[config.mk]
export PLATFORM = sky130hd
export DESIGN_NAME = dpa_device_end_flat
export DESIGN_NICKNAME = d
export VERILOG_FILES = /design/src/verilog/dpa_pkg.sv /design/src/verilog/dpa_link_if.sv /design/src/verilog/dpa_device_end.sv /design/src/flat_wrapper.sv
export VERILOG_INCLUDE_DIRS = /design/src /design/src/verilog
export SDC_FILE = /design/constraint.sdc
export NUM_CORES = 1
export LEC_CHECK = 0
export BUFFER_PORTS_ARGS = -buffer_cell sky130_fd_sc_hd__buf_4
export CAP_MARGIN = 20
export CORE_MARGIN = 2
export CORE_UTILIZATION = 41
export CTS_CLUSTER_DIAMETER = 100
export DETAILED_ROUTE_END_ITERATION = 8
export GPL_TIMING_DRIVEN = 0
export HOLD_SLACK_MARGIN = 0.15
export SLEW_MARGIN = 20
export SYNTH_ARGS = -nofsm -noshare
export SYNTH_HDL_FRONTEND = slang
export SYNTH_SLANG_ARGS = --single-unit
[constraint.sdc]
create_clock -name clock -period 3.4 [get_ports clock]
set_clock_uncertainty 0.15 [all_clocks]
set_input_delay 0.68 -clock clock [delete_from_list [all_inputs] [get_ports clock]]
set_output_delay 0.68 -clock clock [all_outputs]
set_load 0.05 [all_outputs]
[src/verilog/dpa_defs.svh]
`ifndef DPA_DEFS_SVH
`define DPA_DEFS_SVH

// Widths
`define DPA_ROW_W 10
`define DPA_COL_W 10
`define DPA_BANK_W 2
`define DPA_BANKS 4
`define DPA_CNT_W 3

// Timing
`define DPA_CLK_PERIOD_NS 25
`define DPA_COL_HOLD_NS 15
`define DPA_COL_HOLD_CYC ((`DPA_COL_HOLD_NS + `DPA_CLK_PERIOD_NS - 1) / `DPA_CLK_PERIOD_NS)

// Host register offsets
`define DPA_REG_CFG 4'h0
`define DPA_REG_ADDR 4'h4
`define DPA_REG_HOLD 4'h8
`define DPA_REG_CMD 4'hC
`define DPA_REG_STATUS 4'h0
`define DPA_REG_STATUS_IDX 4'h0

// Configuration field positions and reset values
`define DPA_CFG_MODE 0
`define DPA_CFG_LATCH 1
`define DPA_CFG_PIPE 2
`define DPA_CFG_RT_LO 3
`define DPA_CFG_RT_HI 4
`define DPA_CFG_WAIT 5
`define DPA_CFG_RESET 6'h04
`define DPA_HOLD_RESET 8'h04
`endif

[src/verilog/dpa_pkg.sv]
`include "dpa_defs.svh"
package dpa_pkg;
  typedef enum logic [2:0] {
    DPA_IDLE = 3'b000,
    DPA_WAITS = 3'b001,
    DPA_ACTIVE = 3'b010,
    DPA_HOLD = 3'b011,
    DPA_REFSET = 3'b100,
    DPA_REFRUN = 3'b101
  } dpa_dev_e;

  typedef enum logic [2:0] {
    DPAH_IDLE = 3'b000,
    DPAH_START = 3'b001,
    DPAH_REQ = 3'b010,
    DPAH_HOLD = 3'b011,
    DPAH_GAP = 3'b100
  } dpa_host_e;

  typedef struct packed {
    dpa_dev_e state;
    logic accessMode;
    logic latchMode;
    logic pipeSel;
    logic [1:0] refTiming;
    logic waitEn;
    logic armed;
    logic pend;
    logic [`DPA_BANK_W-1:0] bank;
    logic [`DPA_ROW_W-1:0] latRow;
    logic [`DPA_COL_W-1:0] latCol;
    logic [`DPA_BANK_W-1:0] latBank;
    logic [`DPA_CNT_W-1:0] colHold;
    logic [`DPA_CNT_W-1:0] refCnt;
    logic [1:0] grantCnt;
    logic [`DPA_BANKS-1:0][`DPA_CNT_W-1:0] pre;
  } dpa_dev_s;

  typedef struct packed {
    dpa_host_e state;
    logic [5:0] cfg;
    logic [22:0] addr;
    logic [7:0] holdLen;
    logic [7:0] holdCnt;
    logic [15:0] doneCount;
    logic progLoad;
    logic stepReq;
    logic [31:0] rdData;
  } dpa_host_s;
endpackage

[src/verilog/dpa_link_if.sv]
`timescale 1ns/1ps
`include "dpa_defs.svh"
interface dpa_link_if;
  logic progLoad;
  logic access_mode_bit;
  logic latch_mode_bit;
  logic pipeline_select_bit;
  logic refresh_timing_bit_lo;
  logic refresh_timing_bit_hi;
  logic waitEnable;
  logic latchEnable;
  logic address_strobe_n;
  logic chipSelectN;
  logic access_hold_request_n;
  logic column_step;
  logic [3:0] cas_enable_n;
  logic write_request_n;
  logic [`DPA_ROW_W-1:0] rowAddr;
  logic [`DPA_COL_W-1:0] colAddr;
  logic [`DPA_BANK_W-1:0] bankAddr;
  logic transfer_ack_n;
  logic waitN;
  logic refresh_active_n;

  modport dev(
    input progLoad, access_mode_bit, latch_mode_bit, pipeline_select_bit,
    input refresh_timing_bit_lo, refresh_timing_bit_hi, waitEnable,
    input latchEnable, address_strobe_n, chipSelectN, access_hold_request_n,
    input column_step, cas_enable_n, write_request_n, rowAddr, colAddr, bankAddr,
    output transfer_ack_n, waitN, refresh_active_n
  );
  modport host(
    output progLoad, access_mode_bit, latch_mode_bit, pipeline_select_bit,
    output refresh_timing_bit_lo, refresh_timing_bit_hi, waitEnable,
    output latchEnable, address_strobe_n, chipSelectN, access_hold_request_n,
    output column_step, cas_enable_n, write_request_n, rowAddr, colAddr, bankAddr,
    input transfer_ack_n, waitN, refresh_active_n
  );
endinterface

[src/verilog/dpa_device_end.sv]
// Design decisions made here: the placing of the registers and the strobed register port.
`timescale 1ns/1ps
`include "dpa_defs.svh"
module dpa_device_end (
  input wire logic clock, // 40 MHz clock
  input wire logic resetn, // Async reset, active low
  dpa_link_if.dev link, // Primary access port
  input wire logic refreshRequest, // Refresh wanted, level
  input wire logic secondaryActive, // Secondary port access running
  input wire logic secondary_port_grant, // Secondary port holds the grant
  output logic [`DPA_BANKS-1:0] rasN, // Row strobes, active low
  output logic [`DPA_BANKS-1:0] casN, // Column strobes, active low
  output logic [`DPA_ROW_W-1:0] dramAddr, // Multiplexed DRAM address
  output logic weN // Write enable or refresh request
);
  import dpa_pkg::*;
  localparam logic [`DPA_CNT_W-1:0] COL_HOLD = `DPA_CNT_W'(`DPA_COL_HOLD_CYC);

  dpa_dev_s r;
  dpa_dev_s next_r;
  logic transp;
  logic startSync;
  logic startAsync;
  logic startReq;
  logic blocked;
  logic asyncDirect;
  logic accessing;
  logic refreshing;
  logic [`DPA_ROW_W-1:0] effRow;
  logic [`DPA_COL_W-1:0] effCol;
  logic [`DPA_BANK_W-1:0] effBank;
  logic [`DPA_CNT_W-1:0] preCount;
  logic [`DPA_CNT_W-1:0] refLow;
  logic [1:0] grantLat;

  // =====================================
  // Timing choices from refresh timing bits
  always_comb begin
    unique case (r.refTiming)
      2'b00: begin
        preCount = 3'h1;
        refLow = 3'h2;
      end
      2'b01: begin
        preCount = 3'h2;
        refLow = 3'h3;
      end
      2'b10: begin
        preCount = 3'h2;
        refLow = 3'h2;
      end
      2'b11: begin
        preCount = 3'h3;
        refLow = 3'h4;
      end
    endcase
    grantLat = r.refTiming[0] ? 2'h2 : 2'h1;
  end

  // =====================================
  // Start detection and address path
  assign startSync = !r.accessMode && link.latchEnable && !link.chipSelectN;
  assign startAsync = r.accessMode && r.armed && !link.address_strobe_n
                      && !link.chipSelectN;
  assign startReq = startSync || startAsync || r.pend;
  // Mode 0 follows enable; mode 1 transparent while idle until strobe falls
  assign transp = r.accessMode ? ((link.address_strobe_n && r.state == DPA_IDLE) || startAsync)
                               : link.latchEnable;
  assign effRow = (!r.latchMode || transp) ? link.rowAddr : r.latRow;
  assign effCol = (!r.latchMode || transp) ? link.colAddr : r.latCol;
  assign effBank = (!r.latchMode || transp) ? link.bankAddr : r.latBank;
  assign blocked = refreshRequest || secondaryActive || secondary_port_grant
                   || r.pre[effBank] != 3'h0;
  assign accessing = r.state == DPA_ACTIVE || r.state == DPA_HOLD;
  assign refreshing = r.state == DPA_REFRUN;
  assign asyncDirect = r.state == DPA_IDLE && startAsync && !blocked;

  // =====================================
  // Access sequencer
  always_comb begin
    next_r = r;
    if (link.progLoad) begin
      next_r.accessMode = link.access_mode_bit;
      next_r.latchMode = link.latch_mode_bit;
      next_r.pipeSel = link.pipeline_select_bit;
      next_r.refTiming = {link.refresh_timing_bit_hi, link.refresh_timing_bit_lo};
      next_r.waitEn = link.waitEnable;
    end
    for (int i = 0; i < `DPA_BANKS; i++) begin
      if (r.pre[i] != 3'h0) begin
        next_r.pre[i] = r.pre[i] - 3'h1;
      end
    end
    if (link.address_strobe_n) begin
      next_r.armed = 1'b1;
    end
    if (r.latchMode && transp) begin
      next_r.latRow = link.rowAddr;
      next_r.latCol = link.colAddr;
      next_r.latBank = link.bankAddr;
    end else if (r.latchMode && accessing && link.column_step
                 && link.refresh_active_n) begin
      next_r.latCol = r.latCol + `DPA_COL_W'(1);
    end
    if (r.colHold != 3'h0) begin
      next_r.colHold = r.colHold - 3'h1;
    end
    unique case (r.state)
      DPA_IDLE: begin
        if (refreshRequest && r.pre == '0) begin
          next_r.state = DPA_REFSET;
        end else if (startReq) begin
          next_r.armed = r.armed && !startAsync;
          next_r.pend = 1'b0;
          next_r.bank = effBank;
          next_r.state = blocked ? DPA_WAITS : DPA_ACTIVE;
        end
      end
      DPA_WAITS: begin
        if (secondary_port_grant) begin
          next_r.grantCnt = grantLat;
        end else if (r.grantCnt != 2'h0) begin
          next_r.grantCnt = r.grantCnt - 2'h1;
          if (r.grantCnt == 2'h1) begin
            next_r.latRow = link.rowAddr;
            next_r.latCol = link.colAddr;
            next_r.latBank = link.bankAddr;
            next_r.bank = link.bankAddr;
          end
        end else if (!refreshRequest && !secondaryActive
                     && r.pre[r.bank] == 3'h0) begin
          next_r.state = DPA_ACTIVE;
        end else if (refreshRequest && r.pre == '0) begin
          next_r.state = DPA_REFSET;
        end
      end
      DPA_ACTIVE: begin
        next_r.state = DPA_HOLD;
        next_r.colHold = COL_HOLD;
      end
      DPA_HOLD: begin
        if (!r.pipeSel && (startSync || startAsync)) begin
          next_r.pend = 1'b1;
          next_r.armed = r.armed && !startAsync;
        end
        if (link.access_hold_request_n) begin
          next_r.state = DPA_IDLE;
          next_r.pre[r.bank] = preCount;
        end
      end
      DPA_REFSET: begin
        next_r.state = DPA_REFRUN;
        next_r.refCnt = refLow;
      end
      DPA_REFRUN: begin
        if (link.column_step) begin
          next_r.refCnt = r.refCnt;
        end else if (r.refCnt <= 3'h1) begin
          next_r.state = DPA_IDLE;
          for (int i = 0; i < `DPA_BANKS; i++) begin
            next_r.pre[i] = preCount;
          end
        end else begin
          next_r.refCnt = r.refCnt - 3'h1;
        end
      end
      default: begin
        next_r.state = DPA_IDLE;
      end
    endcase
  end

  always_ff @(posedge clock or negedge resetn) begin
    if (!resetn) begin
      r <= '{state: DPA_IDLE, pipeSel: 1'b1, armed: 1'b1, default: '0};
    end else begin
      r <= next_r;
    end
  end

  // =====================================
  // DRAM and handshake outputs
  always_comb begin
    for (int i = 0; i < `DPA_BANKS; i++) begin
      rasN[i] = !((accessing && r.bank == i) || refreshing
                  || (asyncDirect && effBank == i));
      casN[i] = !(r.state == DPA_HOLD && !link.cas_enable_n[i]);
    end
    if (r.state == DPA_HOLD && !(!r.pipeSel && r.colHold == 3'h0)) begin
      dramAddr = effCol;
    end else if (accessing) begin
      dramAddr = r.latchMode ? r.latRow : link.rowAddr;
    end else begin
      dramAddr = effRow;
    end
    if (!r.pipeSel) begin
      weN = !refreshRequest;
    end else begin
      weN = !(accessing && !link.write_request_n);
    end
  end

  // Ack drops combinationally once hold request is released
  assign link.transfer_ack_n = !(r.state == DPA_HOLD
                                 && !link.access_hold_request_n);
  assign link.waitN = !(r.waitEn && (r.state == DPA_WAITS || r.state == DPA_ACTIVE
                        || r.pend || (startReq && r.state != DPA_HOLD)));
  assign link.refresh_active_n = !(r.state == DPA_REFSET || refreshing);
endmodule

[src/flat_wrapper.sv]
// flat-port wrapper written by rule: the top's interface ports become plain ports
module dpa_device_end_flat import dpa_pkg::*;
  (clock, resetn, refreshRequest, secondaryActive, secondary_port_grant, rasN, casN, dramAddr, weN, link_progLoad, link_access_mode_bit, link_latch_mode_bit, link_pipeline_select_bit, link_refresh_timing_bit_lo, link_refresh_timing_bit_hi, link_waitEnable, link_latchEnable, link_address_strobe_n, link_chipSelectN, link_access_hold_request_n, link_column_step, link_cas_enable_n, link_write_request_n, link_rowAddr, link_colAddr, link_bankAddr, link_transfer_ack_n, link_waitN, link_refresh_active_n);
  dpa_link_if link_i ();
  input wire logic clock;
  input wire logic resetn;
  input wire logic refreshRequest;
  input wire logic secondaryActive;
  input wire logic secondary_port_grant;
  output logic [`DPA_BANKS-1:0] rasN;
  output logic [`DPA_BANKS-1:0] casN;
  output logic [`DPA_ROW_W-1:0] dramAddr;
  output logic weN;
  input wire logic [$bits(link_i.progLoad)-1:0] link_progLoad;
  input wire logic [$bits(link_i.access_mode_bit)-1:0] link_access_mode_bit;
  input wire logic [$bits(link_i.latch_mode_bit)-1:0] link_latch_mode_bit;
  input wire logic [$bits(link_i.pipeline_select_bit)-1:0] link_pipeline_select_bit;
  input wire logic [$bits(link_i.refresh_timing_bit_lo)-1:0] link_refresh_timing_bit_lo;
  input wire logic [$bits(link_i.refresh_timing_bit_hi)-1:0] link_refresh_timing_bit_hi;
  input wire logic [$bits(link_i.waitEnable)-1:0] link_waitEnable;
  input wire logic [$bits(link_i.latchEnable)-1:0] link_latchEnable;
  input wire logic [$bits(link_i.address_strobe_n)-1:0] link_address_strobe_n;
  input wire logic [$bits(link_i.chipSelectN)-1:0] link_chipSelectN;
  input wire logic [$bits(link_i.access_hold_request_n)-1:0] link_access_hold_request_n;
  input wire logic [$bits(link_i.column_step)-1:0] link_column_step;
  input wire logic [$bits(link_i.cas_enable_n)-1:0] link_cas_enable_n;
  input wire logic [$bits(link_i.write_request_n)-1:0] link_write_request_n;
  input wire logic [$bits(link_i.rowAddr)-1:0] link_rowAddr;
  input wire logic [$bits(link_i.colAddr)-1:0] link_colAddr;
  input wire logic [$bits(link_i.bankAddr)-1:0] link_bankAddr;
  output wire logic [$bits(link_i.transfer_ack_n)-1:0] link_transfer_ack_n;
  output wire logic [$bits(link_i.waitN)-1:0] link_waitN;
  output wire logic [$bits(link_i.refresh_active_n)-1:0] link_refresh_active_n;
  assign link_i.progLoad = link_progLoad;
  assign link_i.access_mode_bit = link_access_mode_bit;
  assign link_i.latch_mode_bit = link_latch_mode_bit;
  assign link_i.pipeline_select_bit = link_pipeline_select_bit;
  assign link_i.refresh_timing_bit_lo = link_refresh_timing_bit_lo;
  assign link_i.refresh_timing_bit_hi = link_refresh_timing_bit_hi;
  assign link_i.waitEnable = link_waitEnable;
  assign link_i.latchEnable = link_latchEnable;
  assign link_i.address_strobe_n = link_address_strobe_n;
  assign link_i.chipSelectN = link_chipSelectN;
  assign link_i.access_hold_request_n = link_access_hold_request_n;
  assign link_i.column_step = link_column_step;
  assign link_i.cas_enable_n = link_cas_enable_n;
  assign link_i.write_request_n = link_write_request_n;
  assign link_i.rowAddr = link_rowAddr;
  assign link_i.colAddr = link_colAddr;
  assign link_i.bankAddr = link_bankAddr;
  assign link_transfer_ack_n = link_i.transfer_ack_n;
  assign link_waitN = link_i.waitN;
  assign link_refresh_active_n = link_i.refresh_active_n;
  dpa_device_end u_core (.clock(clock), .resetn(resetn), .link(link_i), .refreshRequest(refreshRequest), .secondaryActive(secondaryActive), .secondary_port_grant(secondary_port_grant), .rasN(rasN), .casN(casN), .dramAddr(dramAddr), .weN(weN));
endmodule
==> results.sh <==
export IMPL_fillCellCount=892
export IMPL_r2r_start="u_core.r[52]"
export IMPL_antenna_found_initial=0
export IMPL_multiInputGateArea_um2=2400
export IMPL_synth_area_per_cell_um2=9.01
export IMPL_regArea_um2=1380
export IMPL_cts_root_buf="clkbuf_8"
export IMPL_finalCritPeriodShare_pct=103
export IMPL_start_util_pct=41.8
export IMPL_synth_nets=488
export IMPL_worstPathArrival_ns=2.66
export IMPL_cp_endpoint="rasN[2]"
export IMPL_synth_main_ff_cell="dfrtp_1"
export IMPL_path_cells="or3_4, o2111ai_4, buf_6, mux2i_4, a211o_1, nor4b_4, buf_4, a21oi_2, buf_6"
export IMPL_hold_buffers=0
export IMPL_io_pins=66
export IMPL_htreeDepth=2
export IMPL_cts_buffer_depth=2
export IMPL_status="finished with violations"
export IMPL_ir_drop_v=0.000394
export IMPL_drc=0
export IMPL_dieArea_um2=10100
export IMPL_yosysWarnings=0
export IMPL_failed_checks="setup timing"
export IMPL_cp_start_kind="flop"
export IMPL_synth_edf_count=0
export IMPL_avgViaCountPerCell=5.44
export IMPL_grt_usage_pct=19.7
export IMPL_reg_largest_list="u_core.r x55"
export IMPL_synth_cells=425
export IMPL_cp_num_buf_inv=3
export IMPL_worst_r2r_cell_count=8
export IMPL_cts_tree="yes"
export IMPL_fin_cells=616
export IMPL_top_register="u_core.r"
export IMPL_fmax_mhz=286
export IMPL_cp_slowest_cell="dfrtp_1"
export IMPL_hold_path_class="in -> async"
export IMPL_dp_cells=599
export IMPL_grt_pass1_vias=3288
export IMPL_p_per_area_nw_per_um2=792
export IMPL_wl_per_cell_um=16.1
export IMPL_critical_path_max_stage_delay_ns=0.43
export IMPL_critPathRequiredTime_ns=2.57
export IMPL_worstSetupPathType="reg -> out"
export IMPL_grt_max_degree=56
export IMPL_maxSlewHeadroom_pct=50.9
export IMPL_area_growth_pct=25.7
export IMPL_tightest_slew_ns=0.737
export IMPL_nNetsFinal=567
export IMPL_insertion_delay_ns=0.31
export IMPL_cts_sinks=55
export IMPL_dieWidth_um=101
export IMPL_fin_setup_tns_ns=-0.276
export IMPL_largest_register_ffs=55
export IMPL_drv_slew=0
export IMPL_coreArea_um2=9150
export IMPL_rrSetupSlack_ns=0.74
export IMPL_clk_pin_slew_ns=0.11
export IMPL_syn_area_um2=3830
export IMPL_async_flop_share_pct=100
export IMPL_firstDrtPassIters=4
export IMPL_fin_ws_ns=-0.0936
export IMPL_hpwl_um=7500
export IMPL_final_antenna_net_count=0
export IMPL_grt_overflow_total=0
export IMPL_p_leak_nw=2.13
export IMPL_fin_crit_ns=3.49
export IMPL_synth_seq_cells=55
export IMPL_cp_max_fo=4
export IMPL_drive_above_1_share_pct=28.3
export IMPL_num_vias=3349
export IMPL_io_buffer_count=63
export IMPL_fin_hold_ws_ns=0.265
export IMPL_grt_pass1_wl_um=15800
export IMPL_gp_congestion=0.850
export IMPL_end_kind="primary output"
export IMPL_final_common_cell="buf_4"
export IMPL_cap_violations=0
export IMPL_cp_top_family="simple AND/OR/NAND/NOR gates"
export IMPL_ys_types=58
export IMPL_cts_buffers=5
export IMPL_die_y_um=101
export IMPL_critPathMostFrequentCell="buf_6"
export IMPL_cp_depth=9
export IMPL_ys_seq_area_share_pct=36.0
export IMPL_setup_viol_count_final=3
export IMPL_power_mw=3.81
export IMPL_rsz0062_at_grt="yes"
export IMPL_layout_common_cells="buf_4, nor2_1, dfrtp_1"
export IMPL_wirelength_um=9930
export IMPL_n_antenna_cell=0
export IMPL_drt_iter0_drc=118
export IMPL_utilization_pct=52.6
export IMPL_hold_viol_final=0
export IMPL_worst_r2r_endpoint="u_core.r[53]"
export IMPL_fp_row_count=35
export IMPL_critPathLaunch="u_core.r[52]"
## repair_timing
action	4_1_cts	5_1_grt
setup endpoints to repair	14	14
gates resized for setup	15	32
buffers inserted	7	2
pin swaps	6	1
cloned	0	1
## layer usage
layer	share of wire (%)	track usage [%]	vias to the layer above	wire (um)
li1	-	-	1671	-
met1	46	26.1	1616	4590
met2	50	34.3	56	4920
met3	3.5	2.57	6	350
met4	0.72	4.32	0	71
met5	0	0	-	0
## through the flow
stage                     instance area [um2]  worst slack, ns
after floorplan                          3870           0.0254
after global placement                   4480           -0.155
after detailed placement                 4480           -0.188
after CTS                                4690          -0.0896
after global routing                     4810           -0.154
final                                    4810          -0.0936
## cell usage after synthesis, drive strengths merged (5+ instances only)
| cell type | count | area [um2] |
|---|---|---|
| o211ai | 9 | 67.6 |
| or3 | 5 | 36.3 |
| o21ai | 20 | 100 |
| nor2 | 54 | 203 |
| mux2i | 36 | 360 |
| a21oi | 41 | 205 |
| mux2 | 16 | 180 |
| clkbuf | 12 | 45.0 |
| buf | 6 | 37.5 |
| nand2b | 10 | 62.6 |
| ha | 19 | 238 |
| inv | 26 | 97.6 |
| dfrtp | 53 | 1330 |
| xnor2 | 10 | 87.6 |
| or2 | 5 | 31.3 |
| nor3 | 10 | 50.1 |
| nand3 | 9 | 45.0 |
| nand2 | 21 | 78.8 |
## how the worst min path moves through the flow
stage / from / end
after floorplan: resetn / u_core.r[0]
after global placement: u_core.r[40] / u_core.r[40]
after detailed placement: u_core.r[38] / u_core.r[38]
after CTS: resetn / u_core.r[42]
after global routing: resetn / u_core.r[14]
final: resetn / u_core.r[14]
## area by class of cell
type | instances | share of cell area, %
timing repair buffer | 73 | 12.3
clock buffer | 7 | 1.59
multi-input combinational | 326 | 49.9
inverter | 26 | 2.03
sequential | 55 | 28.7
clock inverter | 1 | 0.624
tap | 111 | 2.89
buffer | 17 | 1.92
## where the power goes
| group | internal (mW) | switching (mW) |
|---|---|---|
| sequential | 0.955 | 0.265 |
| combinational | 0.933 | 1.21 |
| clock | 0.221 | 0.228 |
## cell families (layout without fill, tap and decap cells)
group / count (synthesis) / after routing / synth area share (%)
adders and majority gates: 20 / 20 / 6.47
xor gates and xnor gates: 14 / 14 / 3.20
buffers and inverters: 44 / 124 / 4.71
and+or+nand+nor: 139 / 139 / 18.5
DFF: 55 / 55 / 36.0
AOI/OAI and AO/OA: 101 / 101 / 17.0
muxes: 52 / 52 / 14.1
(Power assumes the default switching activity.)
